===== config.mk =====
export PLATFORM = sky130hd
export DESIGN_NAME = rcso_sys_ctrl
export DESIGN_NICKNAME = d
export VERILOG_FILES = /design/src/rcso_pkg.sv /design/src/rcso_sys_ctrl.sv
export VERILOG_INCLUDE_DIRS = /design/src
export SDC_FILE = /design/constraint.sdc
export NUM_CORES = 1
export LEC_CHECK = 0
export ABC_CLOCK_PERIOD_IN_PS = 3250
export BUFFER_PORTS_ARGS = -buffer_cell sky130_fd_sc_hd__buf_2
export CAP_MARGIN = 15
export CELL_PAD_IN_SITES_DETAIL_PLACEMENT = 0
export CELL_PAD_IN_SITES_GLOBAL_PLACEMENT = 2
export CORE_ASPECT_RATIO = 0.6
export CORE_MARGIN = 1
export CORE_UTILIZATION = 30
export CTS_CLUSTER_SIZE = 30
export DETAILED_ROUTE_END_ITERATION = 7
export HOLD_SLACK_MARGIN = 0.06
export PLACE_DENSITY_LB_ADDON = 0.1
export SKIP_CTS_REPAIR_TIMING = 1
export SYNTH_ARGS = -nofsm -noshare
export SYNTH_HDL_FRONTEND = slang
export SYNTH_SLANG_ARGS = --single-unit

===== constraint.sdc =====
create_clock -name ref_clk -period 3.25 [get_ports ref_clk]
set_clock_uncertainty 0.15 [all_clocks]
set_input_delay 0.325 -clock ref_clk [delete_from_list [all_inputs] [get_ports ref_clk]]
set_output_delay 0.325 -clock ref_clk [all_outputs]
set_load 0.02 [all_outputs]

===== src/rcso_map.svh =====
`ifndef RCSO_MAP_SVH
`define RCSO_MAP_SVH
// register indices on the cpu and debug ports
`define RCSO_ADDR_STATUS 2'h0
`define RCSO_ADDR_FORCE 2'h1
`define RCSO_ADDR_OPTIONS 2'h2
// reset-cause status bit positions
`define RCSO_ST_POR 7
`define RCSO_ST_PIN 6
`define RCSO_ST_WDOG 5
`define RCSO_ST_BAD_OPCODE_FLAG 4
`define RCSO_ST_CLKGEN 2
`define RCSO_ST_BROWN 1
// debug force-reset bit and its read value
`define RCSO_FORCE_BIT 0
`define RCSO_FORCE_READ 8'h00
// options register fields and reset value
`define RCSO_OPT_WDOG_EN 7
`define RCSO_OPT_WDOG_LONG 6
`define RCSO_OPT_STOP_EN 5
`define RCSO_OPT_RESET 3'h6
// cause patterns for power-on and brownout resets
`define RCSO_CAUSE_POR 8'h82
`define RCSO_CAUSE_BROWN 8'h02
// default watchdog lengths in bus cycles
`define RCSO_WDOG_SHORT 32'h0004_0000
`define RCSO_WDOG_LONG 32'h0020_0000
`endif


===== src/rcso_pkg.sv =====
package rcso_pkg;
  // one register access from cpu or debug host
  typedef struct packed
  {
    logic wr;
    logic rd;
    logic [1:0] addr;
    logic [7:0] data;
  } rcso_req_t;
  // internal reset requests waiting for the reset to happen
  typedef struct packed
  {
    logic brown;
    logic wdog;
    logic bad_opcode_flag;
    logic clkGen;
    logic dbg;
  } rcso_srcs_t;
  // watchdog controls handed to the counter
  typedef struct packed
  {
    logic enable;
    logic longSel;
    logic restart;
    logic [31:0] limit;
  } rcso_wdog_t;
endpackage : rcso_pkg


===== src/rcso_sys_ctrl.sv =====
`timescale 1ns/1ns
`include "rcso_map.svh"
module rcso_sys_ctrl #(
  parameter logic [31:0] WDOG_SHORT_CYC = `RCSO_WDOG_SHORT,
  parameter logic [31:0] WDOG_LONG_CYC = `RCSO_WDOG_LONG
) (
  input wire logic ref_clk,
  input wire logic rst_n,
  input rcso_pkg::rcso_req_t cpuReq,
  input rcso_pkg::rcso_req_t dbgReq,
  input wire logic porDetect,
  input wire logic resetPin_n,
  input wire logic lowSupply,
  input wire logic brownoutResetEnable,
  input wire logic brownoutStopEnable,
  input wire logic stopModeActive,
  input wire logic wdogTimeout,
  input wire logic stopExec,
  input wire logic bgndExec,
  input wire logic debugModeEnable,
  input wire logic clkGenResetReq,
  output logic [7:0] cpuRdData,
  output logic [7:0] dbgRdData,
  output rcso_pkg::rcso_wdog_t wdogCtrl,
  output logic sysResetReq
);
  import rcso_pkg::*;

  logic [2:0] porSync, pinSync, lowSync;
  logic porStable_r, pinLow_r, lowStable_r;
  logic [7:0] cause_r, causeNxt;
  rcso_srcs_t pend_r, newReq;
  rcso_srcs_t causeSrc;
  logic released_r;
  logic [2:0] opt_r;
  logic optWritten_r;
  logic [7:0] optRead;
  logic [7:0] cpuRdNxt, dbgRdNxt;
  logic wdogKick;
  logic optWrite;
  logic dbgForce;
  logic brownTrip;

  // read value of one register index; shared by cpu and debug ports
  function automatic logic [7:0] rd_mux(input logic [1:0] a, input logic [7:0] st,
                                        input logic [7:0] op);
    logic [7:0] v;
    v = 8'h00;
    case (a)
      `RCSO_ADDR_STATUS: v = st;
      `RCSO_ADDR_FORCE: v = `RCSO_FORCE_READ;
      `RCSO_ADDR_OPTIONS: v = op;
      default: v = 8'h00;
    endcase
    return v;
  endfunction : rd_mux

  // three-stage synchronisers; no reset so they keep sampling while reset is held
  always_ff @(posedge ref_clk)
  begin
    porSync <= {porSync[1:0], porDetect};
    pinSync <= {pinSync[1:0], ~resetPin_n};
    lowSync <= {lowSync[1:0], lowSupply};
  end

  // a level is believed once stages two and three agree
  always_ff @(posedge ref_clk)
  begin
    if (porSync[2] == porSync[1])
      porStable_r <= porSync[2];
    if (pinSync[2] == pinSync[1])
      pinLow_r <= pinSync[2];
    if (lowSync[2] == lowSync[1])
      lowStable_r <= lowSync[2];
  end

  // request sources; watchdog gated by its enable, illegal stop by options, illegal background by debug mode
  assign brownTrip = lowStable_r & brownoutResetEnable
                     & (~stopModeActive | brownoutStopEnable);
  assign dbgForce = dbgReq.wr & (dbgReq.addr == `RCSO_ADDR_FORCE)
                    & dbgReq.data[`RCSO_FORCE_BIT];
  assign newReq.brown = brownTrip;
  assign newReq.wdog = wdogTimeout & opt_r[2];
  assign newReq.bad_opcode_flag = (stopExec & ~opt_r[0]) | (bgndExec & ~debugModeEnable);
  assign newReq.clkGen = clkGenResetReq;
  assign newReq.dbg = dbgForce;

  // sources seen at reset: remembered requests plus any still live, so a low supply
  // that only trips while reset is held still leaves its mark
  assign causeSrc = pend_r | newReq;

  // pending requests survive the reset; replaced by the live requests on the first edge after release
  always_ff @(posedge ref_clk)
  begin
    if (rst_n && !released_r)
      pend_r <= newReq;
    else if (rst_n)
      pend_r <= pend_r | newReq;
  end

  // marks the first edge after reset release
  always_ff @(posedge ref_clk or negedge rst_n)
  begin
    if (!rst_n)
      released_r <= 1'b0;
    else
      released_r <= 1'b1;
  end

  // cause pattern: power-on wins, then low supply, then the rest together unless a debug force clears all
  always_comb
  begin
    causeNxt = 8'h00;
    if (porStable_r)
      causeNxt = `RCSO_CAUSE_POR;
    else if (causeSrc.brown)
    begin
      causeNxt = `RCSO_CAUSE_BROWN;
      causeNxt[`RCSO_ST_POR] = cause_r[`RCSO_ST_POR];
    end
    else if (!causeSrc.dbg)
    begin
      causeNxt[`RCSO_ST_PIN] = pinLow_r;
      causeNxt[`RCSO_ST_WDOG] = causeSrc.wdog;
      causeNxt[`RCSO_ST_BAD_OPCODE_FLAG] = causeSrc.bad_opcode_flag;
      causeNxt[`RCSO_ST_CLKGEN] = causeSrc.clkGen;
    end
  end

  // status is captured while reset is held and frozen afterwards
  always_ff @(posedge ref_clk)
  begin
    if (!rst_n)
      cause_r <= causeNxt;
  end

  // reset request stays up until the reset arrives
  always_ff @(posedge ref_clk or negedge rst_n)
  begin
    if (!rst_n)
      sysResetReq <= 1'b0;
    else if (|newReq)
      sysResetReq <= 1'b1;
  end

  // register writes; cpu writes to the force address fall through unused
  assign wdogKick = cpuReq.wr & (cpuReq.addr == `RCSO_ADDR_STATUS);
  assign optWrite = cpuReq.wr & (cpuReq.addr == `RCSO_ADDR_OPTIONS) & ~optWritten_r;
  assign optRead = {opt_r, 5'h00};

  // write-once options; the first write to the options address is taken and locks out every later one
  always_ff @(posedge ref_clk or negedge rst_n)
  begin
    if (!rst_n)
    begin
      opt_r <= `RCSO_OPT_RESET;
      optWritten_r <= 1'b0;
    end
    else if (cpuReq.wr && cpuReq.addr == `RCSO_ADDR_OPTIONS)
    begin
      optWritten_r <= 1'b1;
      if (optWrite)
        opt_r <= cpuReq.data[7:5];
    end
  end

  assign cpuRdNxt = cpuReq.rd ? rd_mux(cpuReq.addr, cause_r, optRead) : 8'h00;
  assign dbgRdNxt = dbgReq.rd ? rd_mux(dbgReq.addr, cause_r, optRead) : 8'h00;

  // read data and watchdog controls, all registered
  always_ff @(posedge ref_clk or negedge rst_n)
  begin
    if (!rst_n)
    begin
      cpuRdData <= 8'h00;
      dbgRdData <= 8'h00;
      wdogCtrl <= '0;
    end
    else
    begin
      cpuRdData <= cpuRdNxt;
      dbgRdData <= dbgRdNxt;
      wdogCtrl.enable <= opt_r[2];
      wdogCtrl.longSel <= opt_r[1];
      wdogCtrl.restart <= wdogKick;
      wdogCtrl.limit <= opt_r[1] ? WDOG_LONG_CYC : WDOG_SHORT_CYC;
    end
  end

  a_opt_write_once: assert property (@(posedge ref_clk) disable iff (!rst_n)
    optWritten_r && cpuReq.wr && cpuReq.addr == `RCSO_ADDR_OPTIONS |=> opt_r == $past(opt_r))
    else $error("options changed after first write");
  a_opt_first_write: assert property (@(posedge ref_clk) disable iff (!rst_n)
    !optWritten_r && cpuReq.wr && cpuReq.addr == `RCSO_ADDR_OPTIONS |=> opt_r == $past(cpuReq.data[7:5]))
    else $error("first options write not taken");
  a_force_reads_zero: assert property (@(posedge ref_clk) disable iff (!rst_n)
    cpuReq.rd && cpuReq.addr == `RCSO_ADDR_FORCE |=> cpuRdData == 8'h00)
    else $error("force register read not zero");
  a_opt_zero_bits: assert property (@(posedge ref_clk) disable iff (!rst_n)
    cpuReq.rd && cpuReq.addr == `RCSO_ADDR_OPTIONS |=> cpuRdData[4:0] == 5'h00 && cpuRdData[7:5] == opt_r)
    else $error("options read wrong");
  a_status_kick: assert property (@(posedge ref_clk) disable iff (!rst_n)
    wdogKick |=> wdogCtrl.restart && cause_r == $past(cause_r))
    else $error("status write did not kick watchdog");
  a_cpu_force_ignored: assert property (@(posedge ref_clk) disable iff (!rst_n)
    cpuReq.wr && !sysResetReq && newReq == '0 |=> !sysResetReq)
    else $error("cpu write raised a reset request");
  a_dbg_force_req: assert property (@(posedge ref_clk) disable iff (!rst_n)
    dbgForce |=> sysResetReq && pend_r.dbg)
    else $error("debug force did not request reset");
  a_wdog_blocked: assert property (@(posedge ref_clk) disable iff (!rst_n)
    wdogTimeout && !opt_r[2] && !sysResetReq && newReq == '0 |=> !sysResetReq)
    else $error("disabled watchdog raised a reset");
  a_stop_illegal: assert property (@(posedge ref_clk) disable iff (!rst_n)
    stopExec && !opt_r[0] |=> sysResetReq && pend_r.bad_opcode_flag)
    else $error("illegal stop not forced reset");
  // gated by released_r so the edge right after release, still showing reset values, is skipped
  a_wdog_limit: assert property (@(posedge ref_clk) disable iff (!rst_n)
    released_r |-> wdogCtrl.limit == ($past(opt_r[1]) ? WDOG_LONG_CYC : WDOG_SHORT_CYC))
    else $error("watchdog limit mismatch");

  // enable output follows the options bit one cycle later
  a_wdog_enable: assert property (@(posedge ref_clk) disable iff (!rst_n)
    released_r |-> wdogCtrl.enable == $past(opt_r[2]))
    else $error("watchdog enable mismatch");

  // long select output follows the options bit one cycle later
  a_wdog_long: assert property (@(posedge ref_clk) disable iff (!rst_n)
    released_r |-> wdogCtrl.longSel == $past(opt_r[1]))
    else $error("watchdog long select mismatch");

  // options hold their defaults until the first edge after release
  a_opt_defaults: assert property (@(posedge ref_clk) disable iff (!rst_n)
    !released_r |-> opt_r == `RCSO_OPT_RESET)
    else $error("options not at defaults after reset");

  // enabled watchdog timeout requests a reset
  a_wdog_req: assert property (@(posedge ref_clk) disable iff (!rst_n)
    wdogTimeout && opt_r[2] |=> sysResetReq && pend_r.wdog)
    else $error("watchdog timeout did not request reset");

  // background instruction with debug mode off is illegal
  a_background_halt_instr_illegal: assert property (@(posedge ref_clk) disable iff (!rst_n)
    bgndExec && !debugModeEnable |=> sysResetReq && pend_r.bad_opcode_flag)
    else $error("illegal background not forced reset");

  // clock generator request is remembered and raises the reset request
  a_clkgen_req: assert property (@(posedge ref_clk) disable iff (!rst_n)
    clkGenResetReq |=> sysResetReq && pend_r.clkGen)
    else $error("clock generator request lost");

  // brownout trip with the reset enable (and the stop enable when in stop mode) requests a reset
  a_brown_req: assert property (@(posedge ref_clk) disable iff (!rst_n)
    brownTrip |=> sysResetReq && pend_r.brown)
    else $error("brownout trip lost");

  // once raised the request stays until reset arrives
  a_req_held: assert property (@(posedge ref_clk) disable iff (!rst_n)
    sysResetReq |=> sysResetReq)
    else $error("reset request dropped early");

  // restart pulse only ever follows a status write
  a_restart_cause: assert property (@(posedge ref_clk) disable iff (!rst_n)
    wdogCtrl.restart |-> $past(wdogKick))
    else $error("watchdog restart without status write");

  // debug port also reads the force register as zero
  a_dbg_force_zero: assert property (@(posedge ref_clk) disable iff (!rst_n)
    dbgReq.rd && dbgReq.addr == `RCSO_ADDR_FORCE |=> dbgRdData == 8'h00)
    else $error("debug force read not zero");

  // status is frozen while running; only a reset reloads it
  a_cause_frozen: assert property (@(posedge ref_clk) disable iff (!rst_n)
    released_r |=> cause_r == $past(cause_r))
    else $error("status changed outside reset");
endmodule : rcso_sys_ctrl


==> results by group <==
Timing
  • Setup_tns: 0 ps
  • Min cycle time layout: between 2000 and 2500 ps
  • Slew headroom: 0.5635
  • Unrepaired setup endpoints after global routing: no
  • WHS: 64.96 ps
  • Worst-margin pin slew: roughly 650 ps
  • Final Max Tran Viols: 0
  • # setup viols final: 0
  • Tcrit/Tclk final: 0.6189
  • Fin worst setup slack: between 1000 and 1500 ps
  • Max Fclk: 0.4971 GHz
  • Final Hold Fails: 0

Outcome
  • Failing checks: design-rule violations
  • Outcome: finished, violations left

Detailed routing
  • Number of vias per cell: 3.681
  • Drt pass-1 iters: 6
  • DRC viols: 1
  • Final WL: 3064 µm
  • Final ANT Viol Nets: 0
  • 1st-iter DRT viols: 56
  • Routed via count: around 1.0k
  • WL/cell: 10.75 µm

Setup path
  • CP Data Arrival Time: between 1500 and 2000 ps
  • Crit-path cells: dlygate4sd3_1, buf_2, nand2b_1, a22o_1
  • CP required: approximately 3200 ps
  • Slowest stage delay, CP: ~530 ps
  • CP max stage cell: buf_2
  • CP Class: primary input to flop
  • Endpoint type of the worst setup path: flop
  • Cell family with the largest share of critical-path delay: buffers and inverters
  • Crit path max fanout: 30
  • Worst Path Buf+Inv: 2
  • Worst setup SP type: primary input

Job
  • Max-cap violations: 0

Logic synthesis
  • Synth Flop Type: dfrtp_1
  • Yosys warning count: 0
  • Synth area leaders: dfrtp_1 26%, edfxtp_1 22%, buf_4 14%
  • Synthesized area: roughly 1900 µm²
  • Synth Instances: approximately 150
  • Flops & latches, synth: 45
  • Register area share after synthesis: 0.6074
  • Synth top area share: 0.2635
  • Number of synthesized flops with an enable pin: 14
  • Commonest cells in the netlist: 36 x buf_4, 20 x dfrtp_1, 14 x edfxtp_1
  • Synth cell types: 34
  • Dominant cell type by area after synthesis: dfrtp_1
  • Most common cell in the netlist: buf_4
  • Mean Syn Cell Area: 12.50 µm²
  • Async set-reset flop share out of synthesis: 0.4889

Clocking
  • H-Tree Depth: 2
  • CTS Sinks: 45
  • CTS buffer count: 5
  • Max clock buf depth: 2
  • Clock-pin slew on the worst setup and hold paths: ~80 ps
  • CTS tree: done
  • Root Driver: clkbuf_8
  • Worst-Skew Late Latency: roughly 290 ps

Global routing
  • Total grt overflow: 0
  • Initial antenna violation count: 0
  • Largest net degree at the start of global routing: 31
  • Tot GR Track Use: 0.09927
  • Vias in the first global route: 1027
  • Global-route wire length before repair: roughly 5000 µm

Floorplan
  • Die width: approximately 100 µm
  • Number of top-level pins: 89
  • # rows: 22
  • Initial core utilization: 0.3108
  • Die Height: around 64 µm
  • Core box area: between 6000 and 7000 µm²
  • Die area: 6664 µm²

Finish
  • Fillers: roughly 650
  • Final net count: between 200 and 250
  • Non-filler cells, final: about 290
  • Fin area: approximately 2200 µm²
  • Share of layout cells above drive strength 1: 0.3035
  • N_diodes: 0
  • P&R area growth vs syn: 14.56%

Pwr
  • Cell Pwr Density: roughly 530 nW/µm²
  • Pleak: approximately 0.0011 µW
  • Worst ir drop on vdd: around 0.16 mV

Placement
  • Cell Area, Placed: roughly 2100 µm²
  • GPL Wtd Cong: between 0.6 and 0.7
  • Port Buf Inserts: 42
  • Post-place setup slack: 1375 ps
  • DP Cell Count: ~270
  • Detail Placement HPWL: approximately 2300 µm

Worst hold path
  • Worst Hold Class: primary input to flop
-- through the flow --
step,total power [µW],utilization
after global placement,836.9,0.3360
after detailed placement,840.1,0.3360
after CTS,1173,0.3495
after floorplan,815.4,-
final,1156,0.3561
after global routing,1223,0.3561
-- registers in the layout, indices dropped and copies added, names as in the netlist --
signal and flops:
cause_r 6, cpuRdData 6, dbgRdData 6, pend_r 5, wdogCtrl 4, lowSync 3, opt_r 3, pinSync 3
porSync 3, lowStable_r 1, optWritten_r 1, pinLow_r 1, porStable_r 1, released_r 1, sysResetReq 1
-- cell families (layout without fill, tap and decap cells) --
group / after synthesis / after routing / synth area share
DFF: 45 / 45 / 0.6074
other: 2 / 35 / 0.003954
and+or+nand+nor: 38 / 38 / 0.1225
buffers and inverters: 46 / 62 / 0.1660
AOI/OAI and AO/OA: 9 / 9 / 0.03690
xor gates and xnor gates: 3 / 3 / 0.01384
muxes: 9 / 9 / 0.04941
-- worst paths after layout --
check | startpoint | end | slack [ps] | cells past startpoint
worst min register to register | lowSync[0] | lowSync[1] | 180 | 0
max in group asynchronous | rst_n | released_r | 2080 | 2
worst max-delay path | rst_n | pend_r[3] | 1240 | 4
worst max register to register | opt_r[0] | cause_r[4] | 1900 | 3
min in group asynchronous | rst_n | wdogCtrl[21] | 440 | 2
worst min-delay path | cpuReq[8] | wdogCtrl[32] | 60 | 2
-- worst register-to-register path, cell delays in order (launching register included) --
cell and delay, ps:
dfrtp_1 400, inv_1 50, a22oi_1 360, a211oi_2 120
-- cell type report --
cell class / count / area (µm²) / share of cell area
inverters: 8 / 30.03 / 0.01380
clock buffers: 6 / 72.57 / 0.03335
well taps: 84 / 105.1 / 0.04830
clock inverters: 2 / 10.01 / 0.004600
repair buffers: 46 / 250.2 / 0.1150
flip-flops and latches: 45 / 1154 / 0.5302
multi-input cells: 94 / 554.3 / 0.2547
-- power breakdown --
group	switching (µW)	leakage (µW)	total [µW]	internal [µW]
Sequential	27.7	0.000488	662	634
Combinational	110	0.000540	166	56.6
Clock	178	0.0000450	327	149
-- cell usage in the layout (no fill, tap or decap), drive strengths merged --
cell	n
buf	42
conb	35
dfrtp	20
edfxtp	14
nor2	11
dfxtp	9
inv	8
nand2	7
mux2i	6
and2	6
clkbuf	6
dlygate4sd3	4
nand2b	4
nor3	3
xnor2	3
mux2	3
a21oi	2
clkinv	2
dfstp	2
a211oi	2
nor2b	1
o21ai	1
nand4b	1
a22oi	1
a22o	1
a21o	1
nor3b	1
o21bai	1
or2	1
nand4	1
nand3b	1
or2b	1
-- per-layer routing --
metal  global-route usage  vias up  wire length [µm]
li1                     -      515                 -
met1               0.1276      488              1467
met2               0.1449       44              1314
met3              0.04658        2               258
met4              0.03697        0                23
met5                    0        -                 0
No activity file was read; power rests on OpenSTA's default activity.
